$ cat src/verilog/udt_pkg.sv
// Constants, register map and carrier types of the up/down timer unit.
// Assumes an APB master with 32-bit data and one aligned word per register.
//
// Functional notes
// - First timer sets its rollover flag only when count wraps from period to zero.
// - Second timer sets its rollover flag the same way in up mode.
// - Reset or the counter-clear bit sets the count to zero.
// - Count advances on a rising edge of one of four selectable sources.
// - Two-bit input divider scales the selected source when not zero.
// - First increment after a clear ignores the divider.
// - Compare channel flags a match when count steps onto its compare value.
// - A write to the timer control register clears the interrupt vector.
package udt_pkg;

  localparam int unsigned CNT_W = 16;
  localparam int unsigned NUM_CH = 3;

  // Register byte offsets; second timer adds TIMER_STRIDE to the per-timer ones, interrupt status and mask are global
  localparam logic [7:0] OFF_CTRL = 8'h00;
  localparam logic [7:0] OFF_COUNT = 8'h04;
  localparam logic [7:0] OFF_VECTOR = 8'h08;
  localparam logic [7:0] OFF_CCTL0 = 8'h10;
  localparam logic [7:0] OFF_CCR0 = 8'h20;
  localparam logic [7:0] TIMER_STRIDE = 8'h40;
  localparam logic [7:0] OFF_IRQ_STATUS = 8'h80;
  localparam logic [7:0] OFF_IRQ_MASK = 8'h84;

  // Control register fields
  localparam int unsigned CTL_SRC_LSB = 0;
  localparam int unsigned CTL_DIV_LSB = 2;
  localparam int unsigned CTL_MODE_BIT = 4;
  localparam int unsigned CTL_CLR_BIT = 5;
  localparam int unsigned CCTL_CMP_BIT = 0;

  // Clock source codes
  localparam logic [1:0] SRC_INV_INPUT = 2'h0;
  localparam logic [1:0] SRC_SUBSYSTEM = 2'h1;
  localparam logic [1:0] SRC_AUX = 2'h2;
  localparam logic [1:0] SRC_EXTERNAL = 2'h3;

  // Vector codes, highest priority lowest
  localparam logic [3:0] VEC_NONE = 4'h0;
  localparam logic [3:0] VEC_CH_BASE = 4'h2;
  localparam logic [3:0] VEC_ROLL = 4'hA;

  localparam logic [CNT_W-1:0] CNT_RST = 16'h0000;

  typedef enum logic [1:0] {
    UDT_STOP = 2'b01,
    UDT_UP = 2'b10
  } udt_mode_t;

  typedef struct packed {
    logic [1:0] src;
    logic [1:0] div;
    logic run;
  } udt_ctrl_t;

  // Interrupt status layout: per timer, rollover then channels
  localparam int unsigned IRQ_PER_TMR = NUM_CH + 1;
  localparam int unsigned IRQ_W = 2 * IRQ_PER_TMR;

endpackage

$ cat src/verilog/udt_timer_unit.sv
// Two identical up-counting timers with compare channels, APB registers.
// Assumes count source inputs are synchronous to core_clk_i.
//
// Chosen here: register access over APB and the register offsets.
`timescale 1ns/1ps

module udt_timer_unit
  import udt_pkg::*;
(
  // Clock and reset
  input wire logic core_clk_i,
  input wire logic reset_i,
  // Count sources, index 0 first timer
  input wire logic [1:0] inverted_input_clock_i,
  input wire logic subsystem_clock_i,
  input wire logic aux_clock_i,
  input wire logic external_count_clock_first_i,
  input wire logic external_count_clock_second_i,
  // APB slave
  input wire logic psel_i,
  input wire logic penable_i,
  input wire logic pwrite_i,
  input wire logic [7:0] paddr_i,
  input wire logic [31:0] pwdata_i,
  output logic [31:0] prdata_o,
  output logic pready_o,
  output logic pslverr_o,
  // Interrupt
  output logic irq_o
);

  ////////////////////////////////////////////////////////////////////////////
  // Bus decode

  wire apb_acc = psel_i & penable_i;
  wire apb_wr = apb_acc & pwrite_i;
  wire apb_rd = apb_acc & ~pwrite_i;
  wire tsel = paddr_i[6];
  wire [7:0] loc = {2'b00, paddr_i[5:0]};
  wire glob = paddr_i[7];

  function automatic logic [1:0] ch_of(input logic [7:0] a);
    ch_of = a[3:2];
  endfunction

  // Channel bank hit: exact word of an existing channel, no aliases
  function automatic logic in_bank(input logic [7:0] a,
      input logic [7:0] base);
    in_bank = (a[7:4] == base[7:4]) && (a[1:0] == 2'b00) &&
      (ch_of(a) < 2'(NUM_CH));
  endfunction

  // Flag position of a channel vector code, rollover at position 0
  function automatic logic [1:0] vec_idx(input logic [3:0] v);
    logic [3:0] d;
    d = (v - VEC_CH_BASE) >> 1;
    vec_idx = 2'(d + 4'h1);
  endfunction

  logic [IRQ_W-1:0] stat_r;
  logic [IRQ_W-1:0] mask_r;
  // Nets: each timer drives its own slice
  wire [IRQ_W-1:0] set_ev;
  wire [IRQ_W-1:0] vec_clr;
  logic [31:0] tmr_rdata [2];
  logic [3:0] vec_w [2];

  ////////////////////////////////////////////////////////////////////////////
  // Timers

  genvar t, c;
  generate
    for (t = 0; t < 2; t++) begin : g_tmr
      udt_ctrl_t ctrl_r;
      logic [CNT_W-1:0] cnt_r;
      logic first_r;
      logic src_q_r;
      logic [CNT_W-1:0] ccr_r [NUM_CH];
      logic [NUM_CH-1:0] cmp_mode_r;
      wire sel_t = ~glob & (tsel == 1'(t));
      wire ctl_wr = apb_wr & sel_t & (loc == OFF_CTRL);
      wire cnt_wr = apb_wr & sel_t & (loc == OFF_COUNT);
      wire clr_ev = ctl_wr & pwdata_i[CTL_CLR_BIT];
      wire ext_clk = (t == 0) ? external_count_clock_first_i
                              : external_count_clock_second_i;
      logic src_lvl;
      always_comb begin
        case (ctrl_r.src)
          SRC_INV_INPUT: src_lvl = ~inverted_input_clock_i[t];
          SRC_SUBSYSTEM: src_lvl = subsystem_clock_i;
          SRC_AUX: src_lvl = aux_clock_i;
          default: src_lvl = ext_clk;
        endcase
      end
      wire src_rise = src_lvl & ~src_q_r;
      // Prescaler of 1,2,4,8 built from a 3-bit view
      logic [2:0] psc_r;
      wire [2:0] psc_lim = 3'((4'b0001 << ctrl_r.div) - 4'b0001);
      wire tick = ctrl_r.run & src_rise & (first_r | (psc_r == psc_lim));
      wire at_top = (cnt_r == ccr_r[0]);
      wire roll = tick & at_top;
      wire [CNT_W-1:0] cnt_nxt = roll ? CNT_RST : cnt_r + 16'h0001;

      // Edge detector runs while stopped too, so a start sees no stale
      // level as an edge; the reset value only matters while stopped
      always_ff @(posedge core_clk_i) begin
        if (reset_i) begin
          src_q_r <= 1'b0;
        end else begin
          src_q_r <= src_lvl;
        end
      end

      // Prescaler restarts at every clear and after every increment
      always_ff @(posedge core_clk_i) begin
        if (reset_i || clr_ev) begin
          psc_r <= 3'h0;
          first_r <= 1'b1;
        end else if (tick) begin
          psc_r <= 3'h0;
          first_r <= 1'b0;
        end else if (ctrl_r.run && src_rise) begin
          psc_r <= psc_r + 3'h1;
        end
      end

      // Clear beats a bus write, a bus write beats a tick
      always_ff @(posedge core_clk_i) begin
        if (reset_i || clr_ev) begin
          cnt_r <= CNT_RST;
        end else if (cnt_wr) begin
          cnt_r <= pwdata_i[CNT_W-1:0];
        end else if (tick) begin
          cnt_r <= cnt_nxt;
        end
      end

      // Clear bit is a strobe and is never stored
      always_ff @(posedge core_clk_i) begin
        if (reset_i) begin
          ctrl_r <= '0;
        end else if (ctl_wr) begin
          ctrl_r.src <= pwdata_i[CTL_SRC_LSB +: 2];
          ctrl_r.div <= pwdata_i[CTL_DIV_LSB +: 2];
          ctrl_r.run <= pwdata_i[CTL_MODE_BIT];
        end
      end

      for (c = 0; c < NUM_CH; c++) begin : g_ch
        wire ccr_wr = apb_wr & sel_t & (loc == OFF_CCR0 + 8'(4 * c));
        wire cctl_wr = apb_wr & sel_t & (loc == OFF_CCTL0 + 8'(4 * c));
        always_ff @(posedge core_clk_i) begin
          if (reset_i) begin
            ccr_r[c] <= CNT_RST;
            cmp_mode_r[c] <= 1'b1;
          end else begin
            if (ccr_wr) begin
              ccr_r[c] <= pwdata_i[CNT_W-1:0];
            end
            if (cctl_wr) begin
              cmp_mode_r[c] <= pwdata_i[CCTL_CMP_BIT];
            end
          end
        end
        // Match seen as the counter steps onto the compare value; a value
        // moved onto the current count waits for the next step, so
        // software parks the channel in capture mode while moving it
        assign set_ev[t*IRQ_PER_TMR + 1 + c] = tick & cmp_mode_r[c] &
          (cnt_nxt == ccr_r[c]);
      end
      assign set_ev[t*IRQ_PER_TMR] = roll;

      // Vector: highest priority pending channel, then rollover
      wire [IRQ_PER_TMR-1:0] pend = stat_r[t*IRQ_PER_TMR +: IRQ_PER_TMR];
      always_comb begin
        vec_w[t] = VEC_NONE;
        if (pend[0]) begin
          vec_w[t] = VEC_ROLL;
        end
        for (int k = NUM_CH; k >= 1; k--) begin
          if (pend[k]) begin
            vec_w[t] = 4'(VEC_CH_BASE + 4'(2 * (k - 1)));
          end
        end
      end
      wire vec_rd = apb_rd & sel_t & (loc == OFF_VECTOR);

      // Local clear vector keeps each timer the only driver of its slice
      logic [IRQ_PER_TMR-1:0] clr_loc;
      always_comb begin
        clr_loc = '0;
        if (ctl_wr) begin
          clr_loc = '1;
        end else if (vec_rd && vec_w[t] == VEC_ROLL) begin
          clr_loc[0] = 1'b1;
        end else if (vec_rd && vec_w[t] != VEC_NONE) begin
          clr_loc[vec_idx(vec_w[t])] = 1'b1;
        end
      end
      assign vec_clr[t*IRQ_PER_TMR +: IRQ_PER_TMR] = clr_loc;

      always_comb begin
        tmr_rdata[t] = '0;
        case (loc)
          OFF_CTRL: tmr_rdata[t] = {26'h0, ctrl_r.run, ctrl_r.div,
                                    ctrl_r.src};
          OFF_COUNT: tmr_rdata[t] = {16'h0, cnt_r};
          OFF_VECTOR: tmr_rdata[t] = {28'h0, vec_w[t]};
          default: begin
            // Holes in the window read zero
            if (in_bank(loc, OFF_CCR0)) begin
              tmr_rdata[t] = {16'h0, ccr_r[ch_of(loc)]};
            end else if (in_bank(loc, OFF_CCTL0)) begin
              tmr_rdata[t] = {31'h0, cmp_mode_r[ch_of(loc)]};
            end
          end
        endcase
      end
    end
  endgenerate

  ////////////////////////////////////////////////////////////////////////////
  // Interrupt status, mask and bus response

  wire st_wr = apb_wr & (paddr_i == OFF_IRQ_STATUS);
  wire mk_wr = apb_wr & (paddr_i == OFF_IRQ_MASK);
  wire [IRQ_W-1:0] w1c = st_wr ? pwdata_i[IRQ_W-1:0] : '0;
  // Set wins so an event in the clearing cycle is kept
  wire [IRQ_W-1:0] stat_nxt = set_ev | (stat_r & ~w1c & ~vec_clr);

  logic [31:0] rd_mux;
  always_comb begin
    if (paddr_i == OFF_IRQ_STATUS)
      rd_mux = {{(32-IRQ_W){1'b0}}, stat_r};
    else if (paddr_i == OFF_IRQ_MASK)
      rd_mux = {{(32-IRQ_W){1'b0}}, mask_r};
    else if (!glob)
      rd_mux = tmr_rdata[tsel];
    else
      rd_mux = '0;
  end

  always_ff @(posedge core_clk_i) begin
    if (reset_i) begin
      stat_r <= '0;
      mask_r <= '0;
    end else begin
      stat_r <= stat_nxt;
      if (mk_wr) begin
        mask_r <= pwdata_i[IRQ_W-1:0];
      end
    end
  end

  // New mask taken in its write cycle, so the line never shows a
  // stale level for a cycle after masking
  wire [IRQ_W-1:0] mask_nxt = mk_wr ? pwdata_i[IRQ_W-1:0] : mask_r;

  always_ff @(posedge core_clk_i) begin
    if (reset_i) begin
      irq_o <= 1'b0;
    end else begin
      irq_o <= |(stat_nxt & mask_nxt);
    end
  end

  ////////////////////////////////////////////////////////////////////////////
  // Bus response: read data latched in setup, so access is wait-free

  wire rd_setup = psel_i & ~penable_i & ~pwrite_i;

  always_ff @(posedge core_clk_i) begin
    if (reset_i) begin
      prdata_o <= '0;
      pready_o <= 1'b0;
      pslverr_o <= 1'b0;
    end else begin
      pready_o <= psel_i & ~penable_i;
      pslverr_o <= 1'b0;
      if (rd_setup) begin
        prdata_o <= rd_mux;
      end
    end
  end

endmodule

$ cat config.mk
export PLATFORM = sky130hd
export DESIGN_NAME = udt_timer_unit
export DESIGN_NICKNAME = d
export VERILOG_FILES = /design/src/verilog/udt_pkg.sv /design/src/verilog/udt_timer_unit.sv
export SDC_FILE = /design/constraint.sdc
export NUM_CORES = 1
export LEC_CHECK = 0
export CAP_MARGIN = 0
export CORE_ASPECT_RATIO = 1.1
export CORE_MARGIN = 2
export CORE_UTILIZATION = 38
export CTS_BUF_LIST = sky130_fd_sc_hd__clkbuf_16
export DETAILED_ROUTE_END_ITERATION = 10
export DONT_BUFFER_PORTS = 1
export PLACE_DENSITY = 0.54
export SLEW_MARGIN = 25
export SYNTH_ARGS = -nofsm -noshare
export SYNTH_HDL_FRONTEND = slang
export SYNTH_SLANG_ARGS = --single-unit
$ cat constraint.sdc
create_clock -name core_clk_i -period 3.5 [get_ports core_clk_i]
set_input_delay 0.35 -clock core_clk_i [delete_from_list [all_inputs] [get_ports core_clk_i]]
set_output_delay 0.35 -clock core_clk_i [all_outputs]
set_load 0.05 [all_outputs]
* Word-level counts from Yosys, hierarchy flattened
Memories as Yosys holds them, arrays and structs flattened.
Cells that the tools add are included.
** Storage, ports and cells
- Input port bits :: 51
- Output and inout port bits :: 35
- Logic and storage cells :: 247
- Register bits after elaboration :: 108
- Bits in writable memories :: 96
- Memories kept :: 2
** Memory list
- g_tmr[0].ccr_r :: depth 3, bits a word 16, rd ports 4, clocked after Yosys merged registers in 0, write ports 3, line udt_timer_unit.sv:78 : logic [CNT_W-1:0] ccr_r [NUM_CH];
- g_tmr[1].ccr_r :: depth 3, bits a word 16, rd ports 4, clocked after Yosys merged registers in 0, write ports 3, line udt_timer_unit.sv:78
** Cells by class
- Magnitude comparators :: 7
- Shift operators :: 2
- Eq/ne operators :: 28
- Muxes and demuxes :: 72
- Add/subtract/negate cells :: 10
- Reductions and logical operators :: 25
- Bitwise gates (word level) :: 76
** Operators with widths (count)
- $mux 16 :: 14
- $mux 32 :: 6
- $eq 16x16->1 :: 8
- $pmux 16 s3 :: 2
- $and 1x1->1 :: 53
- $mux 4 :: 12
- $add 16x1->16 const B :: 2
- $mux 1 :: 28
- $and 8x8->8 :: 3
- $eq 6x5->1 const B :: 3
- $eq 6x6->1 const B :: 3
- $eq 8x8->1 const B :: 2
- $mux 8 :: 2
- $not 8->8 :: 2
- $logic_and 1x1->1 :: 12
- $lt 2x3->1 const B :: 3
- $eq 4x4->1 const B :: 2
- $logic_not 8->1 :: 1
- $not 1->1 :: 8
- $or 1x1->1 :: 8
- $or 8x8->8 :: 1
- $reduce_bool 4->1 :: 2
- $reduce_or 8->1 :: 1
- $add 3x1->3 const B :: 2
- other kinds (21) :: 40

* Logic depth before layout (Yosys ltp)
- Depth in word-level cells :: 18
- Gate-level depth with buffers :: 13
- Depth with buffers taken out :: 10

* Worst setup path after synthesis
Ideal clock, no wire load.
- Path type :: input to register
- Start :: input port paddr_i[3]
- End :: memory g_tmr[1].ccr_r[0][0] (enable)
- Required time :: 3.089 ns
- Arrival time :: 2.690 ns
- Path slack :: 0.399 ns
- Path buffers :: 2
- Setup time :: 0.411 ns
- Stages :: 5
- Cell sequence :: clkbuf_1 > nor4_2 > clkbuf_1 > nand2_1 > o21ai_0
** RTL lines
- start, declared :: line udt_timer_unit.sv:23 : input wire logic [7:0] paddr_i,
- end, declared :: line udt_timer_unit.sv:78

* Worst setup path after layout
- Start :: register g_tmr[0].cnt_r[2]
- End :: register irq_o
** On the way
- Cells in the longest elaborated chain, start to end :: 8
- Elaborated cells on any way between the ends :: 13
- Classes of those cells :: 1 x add/sub; 4 x eq/ne; 1 x mux; 6 x bitwise; 1 x reduce/logical
** RTL lines
- start, declared :: line udt_timer_unit.sv:75 : logic [CNT_W-1:0] cnt_r;
- start signal, assigned :: line udt_timer_unit.sv:132 : cnt_r <= pwdata_i[CNT_W-1:0];
- start signal, assigned :: line udt_timer_unit.sv:134 : cnt_r <= cnt_nxt;
- parallel branches: the longest is 5 deep, another holds $add 16x1->16
- $or 8x8->8 (*) :: line udt_timer_unit.sv:229 : wire [IRQ_W-1:0] stat_nxt = set_ev | (stat_r & ~w1c & ~vec_clr);
- $and 8x8->8 (*) :: line udt_timer_unit.sv:263 : irq_o <= |(stat_nxt & mask_nxt);
- $reduce_or 8->1 (*) :: line udt_timer_unit.sv:263
- end signal, assigned :: line udt_timer_unit.sv:263
- end, declared :: line udt_timer_unit.sv:29 : output logic irq_o
Every way passes the cells marked *.
A chain may end at the register's enable or synchronous reset.

==> results.py <==
metrics = {
    "outcome": {
        "result_of_the_run": "completed",
    },
    "clock_tree": {
        "tritoncts.num_buffers": 17,
        "h-tree-depth": 4,
        "clockRootBuffer": "clkbuf_16",
        "cts_num_sinks": 188,
        "clk_latency_ns": 0.45,
        "cts_tree": "built",
        "cts.path.max_buffers": 2,
        "cts.clk_slew.worst_paths_ns": 0.08,
    },
    "drt": {
        "drt_first_iter_violations": 1544,
        "vias_per_cell": 6.20,
        "wl_met1_um": 22400,
        "route.vias.total": 11900,
        "number_of_iterations_in_the_first_detailed_routing_pass": 5,
        "met2_length_um": 23000,
        "postRouteAntennaNets": 0,
        "drc_violation_count_after_routing": 0,
        "routed_wl_um": 50700,
        "wl_met3_um": 3680,
        "detail_route.wl_per_cell_um": 26.4,
        "route.top_layer_used": "met4",
    },
    "timing": {
        "tightest_slew_ns": 1.03,
        "fmax_mhz": 294,
        "timing.final.setup_violations": 0,
        "worst_slack_ns": 0.100,
        "timing.max_slew.rel_slack_pct": 31.3,
        "totalNegativeSetupSlack_ns": 0,
        "hold_viol": 0,
        "timing.final.crit_period_ns": 3.40,
        "min_period_over_period_pct": 97.1,
        "rsz0062_at_grt": "no",
        "hold-worst-slack_ns": 0.0113,
        "finalMaxSlewViolations": 0,
        "skew_ns": 0.0146,
    },
    "critical_path": {
        "setup_crit_path_kind": "flop to flop",
        "endpoint_kind": "flop",
        "highest_net_fanout_along_the_worst_path": 6,
        "worstSetupStartpointType": "flop",
        "worst_ep_arrival_time_ns": 3.78,
        "worst_path_required_ns": 3.88,
        "setup.reg_to_reg.worst_slack_ns": 0.1,
        "crit-reg2reg-capture": "irq_o",
        "worst-r2r-cell-count": 10,
        "worst_r2r_startpoint": "g_tmr[0].cnt_r[2]",
        "crit_path_start": "g_tmr[0].cnt_r[2]",
    },
    "power_and_ir_drop": {
        "totalPowerFinal_mw": 4.87,
        "total_leakage_power_nw": 5.04,
        "pwr_density_cell_nw_per_um2": 340,
        "worst_ir_drop_vdd_mv": 0.291,
    },
    "global_route": {
        "gr-usage-all-layers_pct": 29.0,
        "grt_pass1_wl_um": 74500,
        "grt_antenna_before_repair": 0,
        "grt-ovfl-total": 0,
        "grt_max_degree": 46,
        "number_of_global_route_vias_before_repair": 11100,
    },
    "floorplanning": {
        "die_height_um": 196,
        "std_cell_rows": 70,
        "num_io_pins": 86,
        "core_sq_um": 33100,
        "initial_utilization_pct": 38.4,
        "die_wd_um": 178,
        "die_area_sq_um": 34900,
    },
    "logic_synthesis": {
        "combinational_family_with_the_most_area_after_synthesis": "simple AND/OR/NAND/NOR gates",
        "synth.avg_cell_area_sq_um": 8.87,
        "synth-edff-count": 96,
        "post_synth_mux_area_share_pct": 7.59,
        "yosysUniqueCellTypes": 82,
        "ys_ff_latch": 188,
        "yosys_warnings": 0,
        "share_of_synthesized_cell_area_in_full_adder_half_adder_and_majority_cells_pct": 0.394,
        "syn-cell-area_sq_um": 12700,
        "synth_ff_type": "edfxtp_1",
        "yosysSeqAreaShare_pct": 37.2,
        "synthCells": 1433,
        "ys_async_rst_share_pct": 0,
        "synth_simple_gate_area_share_pct": 25.5,
        "synth_compound_area_share_pct": 17.7,
        "post_synth_xor_area_fraction_pct": 6.48,
    },
    "placed_design": {
        "place_ws_ns": 0.118,
        "dp_hpwl_um": 37600,
        "io_buffer_count": 0,
        "post_dp_cell_area_sq_um": 13700,
        "globalplace.congestion": 1.01,
    },
    "job": {
        "max_cap_violations": 0,
    },
    "layout": {
        "nNetsFinal": 1527,
        "drive_above_1_share_pct": 14.8,
        "syn_to_final_growth_pct": 12.8,
        "fin_area_sq_um": 14300,
    },
    "min_path": {
        "holdCritStartpoint": "reset_i",
        "min-delay-path-class": "input pin to flop",
        "worstHoldPathCells": 1,
        "hold-path-endpoint": "g_tmr[1].cmp_mode_r[2]",
    },
}
==> worst max-delay path by stage <==
stage	to	slack, ns	cells after the start
floorplan	g_tmr[1].ccr_r[0][0]	0.40	5
global placement	irq_o	0.14	10
detailed placement	irq_o	0.12	9
CTS	irq_o	0.11	11
global route	irq_o	0.005	11
finish	irq_o	0.1	10
==> registers in the layout (all words and copies together) (netlist names) <==
name / cells
g_tmr.ccr_r: 96
g_tmr.cnt_r: 32
prdata_o: 16
g_tmr.ctrl_r: 10
mask_r: 8
stat_r: 8
g_tmr.cmp_mode_r: 6
g_tmr.psc_r: 6
g_tmr.first_r: 2
g_tmr.src_q_r: 2
irq_o: 1
pready_o: 1
==> worst max-delay path: stages, from the launching register on <==
cell and delay (ns):
dfxtp_1 0.53, xnor2_2 0.19, nand4_1 0.20, nor4_4 0.42, buf_4 0.20, nand3_1 0.10
or4_1 0.41, o21a_1 0.14, or4b_1 0.55, or4_1 0.42, a31oi_1 0.16
==> where the power goes <==
group / total, mW / leakage [nW] / internal, mW / switching, mW
clock network: 1.95 / 0.291 / 0.998 / 0.956
registers: 2.47 / 1.65 / 2.38 / 0.0973
logic: 0.445 / 3.09 / 0.187 / 0.257
total: 4.87 / 5.04 / 3.56 / 1.31
==> what timing repair did <==
item / CTS / global route
setup buffers: 0 / 1
resized for setup: 0 / 4
hold buffers: 3 / 0
endpoints found under the hold margin: 45 / 0
setup endpoints to repair: 0 / 2
==> metal layers <==
metal | vias up | GRT usage, %
met5 | - | 0
met1 | 5862 | 41.0
li1 | 5390 | -
met4 | 0 | 9.61
met3 | 71 | 4.03
met2 | 589 | 45.6
==> synth_stat cells (all sizes together) (5+ instances only) <==
library cell / number / area share [%]
o22ai: 14 / 0.69
and2: 105 / 5.2
nor3: 36 / 1.4
a222oi: 5 / 0.39
inv: 25 / 0.74
edfxtp: 96 / 23
nor4b: 10 / 0.69
o221ai: 6 / 0.41
a2bb2oi: 5 / 0.34
a221oi: 8 / 0.55
a31oi: 16 / 0.79
nand3b: 6 / 0.35
nor2b: 16 / 0.79
o32ai: 7 / 0.48
buf: 42 / 2.0
o311ai: 6 / 0.41
mux2i: 30 / 2.4
xor2: 23 / 1.6
a32oi: 6 / 0.41
a211o: 5 / 0.34
xnor2: 53 / 3.7
o22a: 5 / 0.34
nand4: 39 / 2.0
and4: 5 / 0.34
or4: 8 / 0.47
nand3: 44 / 1.7
nor3b: 9 / 0.53
xnor3: 7 / 1.2
and3: 7 / 0.34
mux2: 31 / 2.7
clkbuf: 80 / 2.4
nand2: 80 / 2.4
a211oi: 32 / 1.9
mux4: 14 / 2.5
or2: 7 / 0.34
a22oi: 27 / 1.6
nor4: 31 / 1.8
a21oi: 66 / 2.6
dfxtp: 92 / 14
o211ai: 5 / 0.30
nor2: 166 / 4.9
nand2b: 16 / 0.79
o21ai: 69 / 2.7
==> cell families (layout without fill, tap and decap cells) <==
family | Yosys count | after routing
compound gates | 330 | 330
xor+xnor | 83 | 83
fa+ha+maj | 4 | 4
buf+inv | 147 | 183
flops | 188 | 188
mux | 75 | 75
other cells | 1 | 20
simple gates | 605 | 605
==> cell type report <==
cell class	count	area [sq um]
fill	3235	18800
clock buffer	19	475
multi-input combinational	1114	7420
antenna	3	7.51
timing repair buffer	126	988
inverter	25	93.8
clock inverter	13	87.6
tap	432	541
sequential	188	4720
==> metrics by stage <==
| stage | util, % | cells |
|---|---|---|
| finish | 43.3 | 1920 |
| global route | 43.3 | 1917 |
| CTS | 43.2 | 1916 |
| detailed placement | 41.4 | 1881 |
| global placement | 41.4 | 1881 |
| floorplan | - | 1449 |
==> layout by cell type (no fill, tap or decap), types with 16 or more instances in the layout <==
master     count
inv_1         27
edfxtp_1      96
o21ai_0       59
nor2b_1       16
nor4_1        26
buf_4        121
mux2_2        31
a22oi_1       27
mux2i_1       30
nor3_1        36
clkbuf_16     19
nor2_1       166
xnor2_1       52
xor2_1        23
nand2b_1      16
a211oi_1      32
nand4_1       37
a21oi_1       66
nand2_1       80
and2_1       105
nand3_1       44
conb_1        17
a31oi_1       16
dfxtp_1       92
Note: power is estimated with default switching activity, not from simulation.
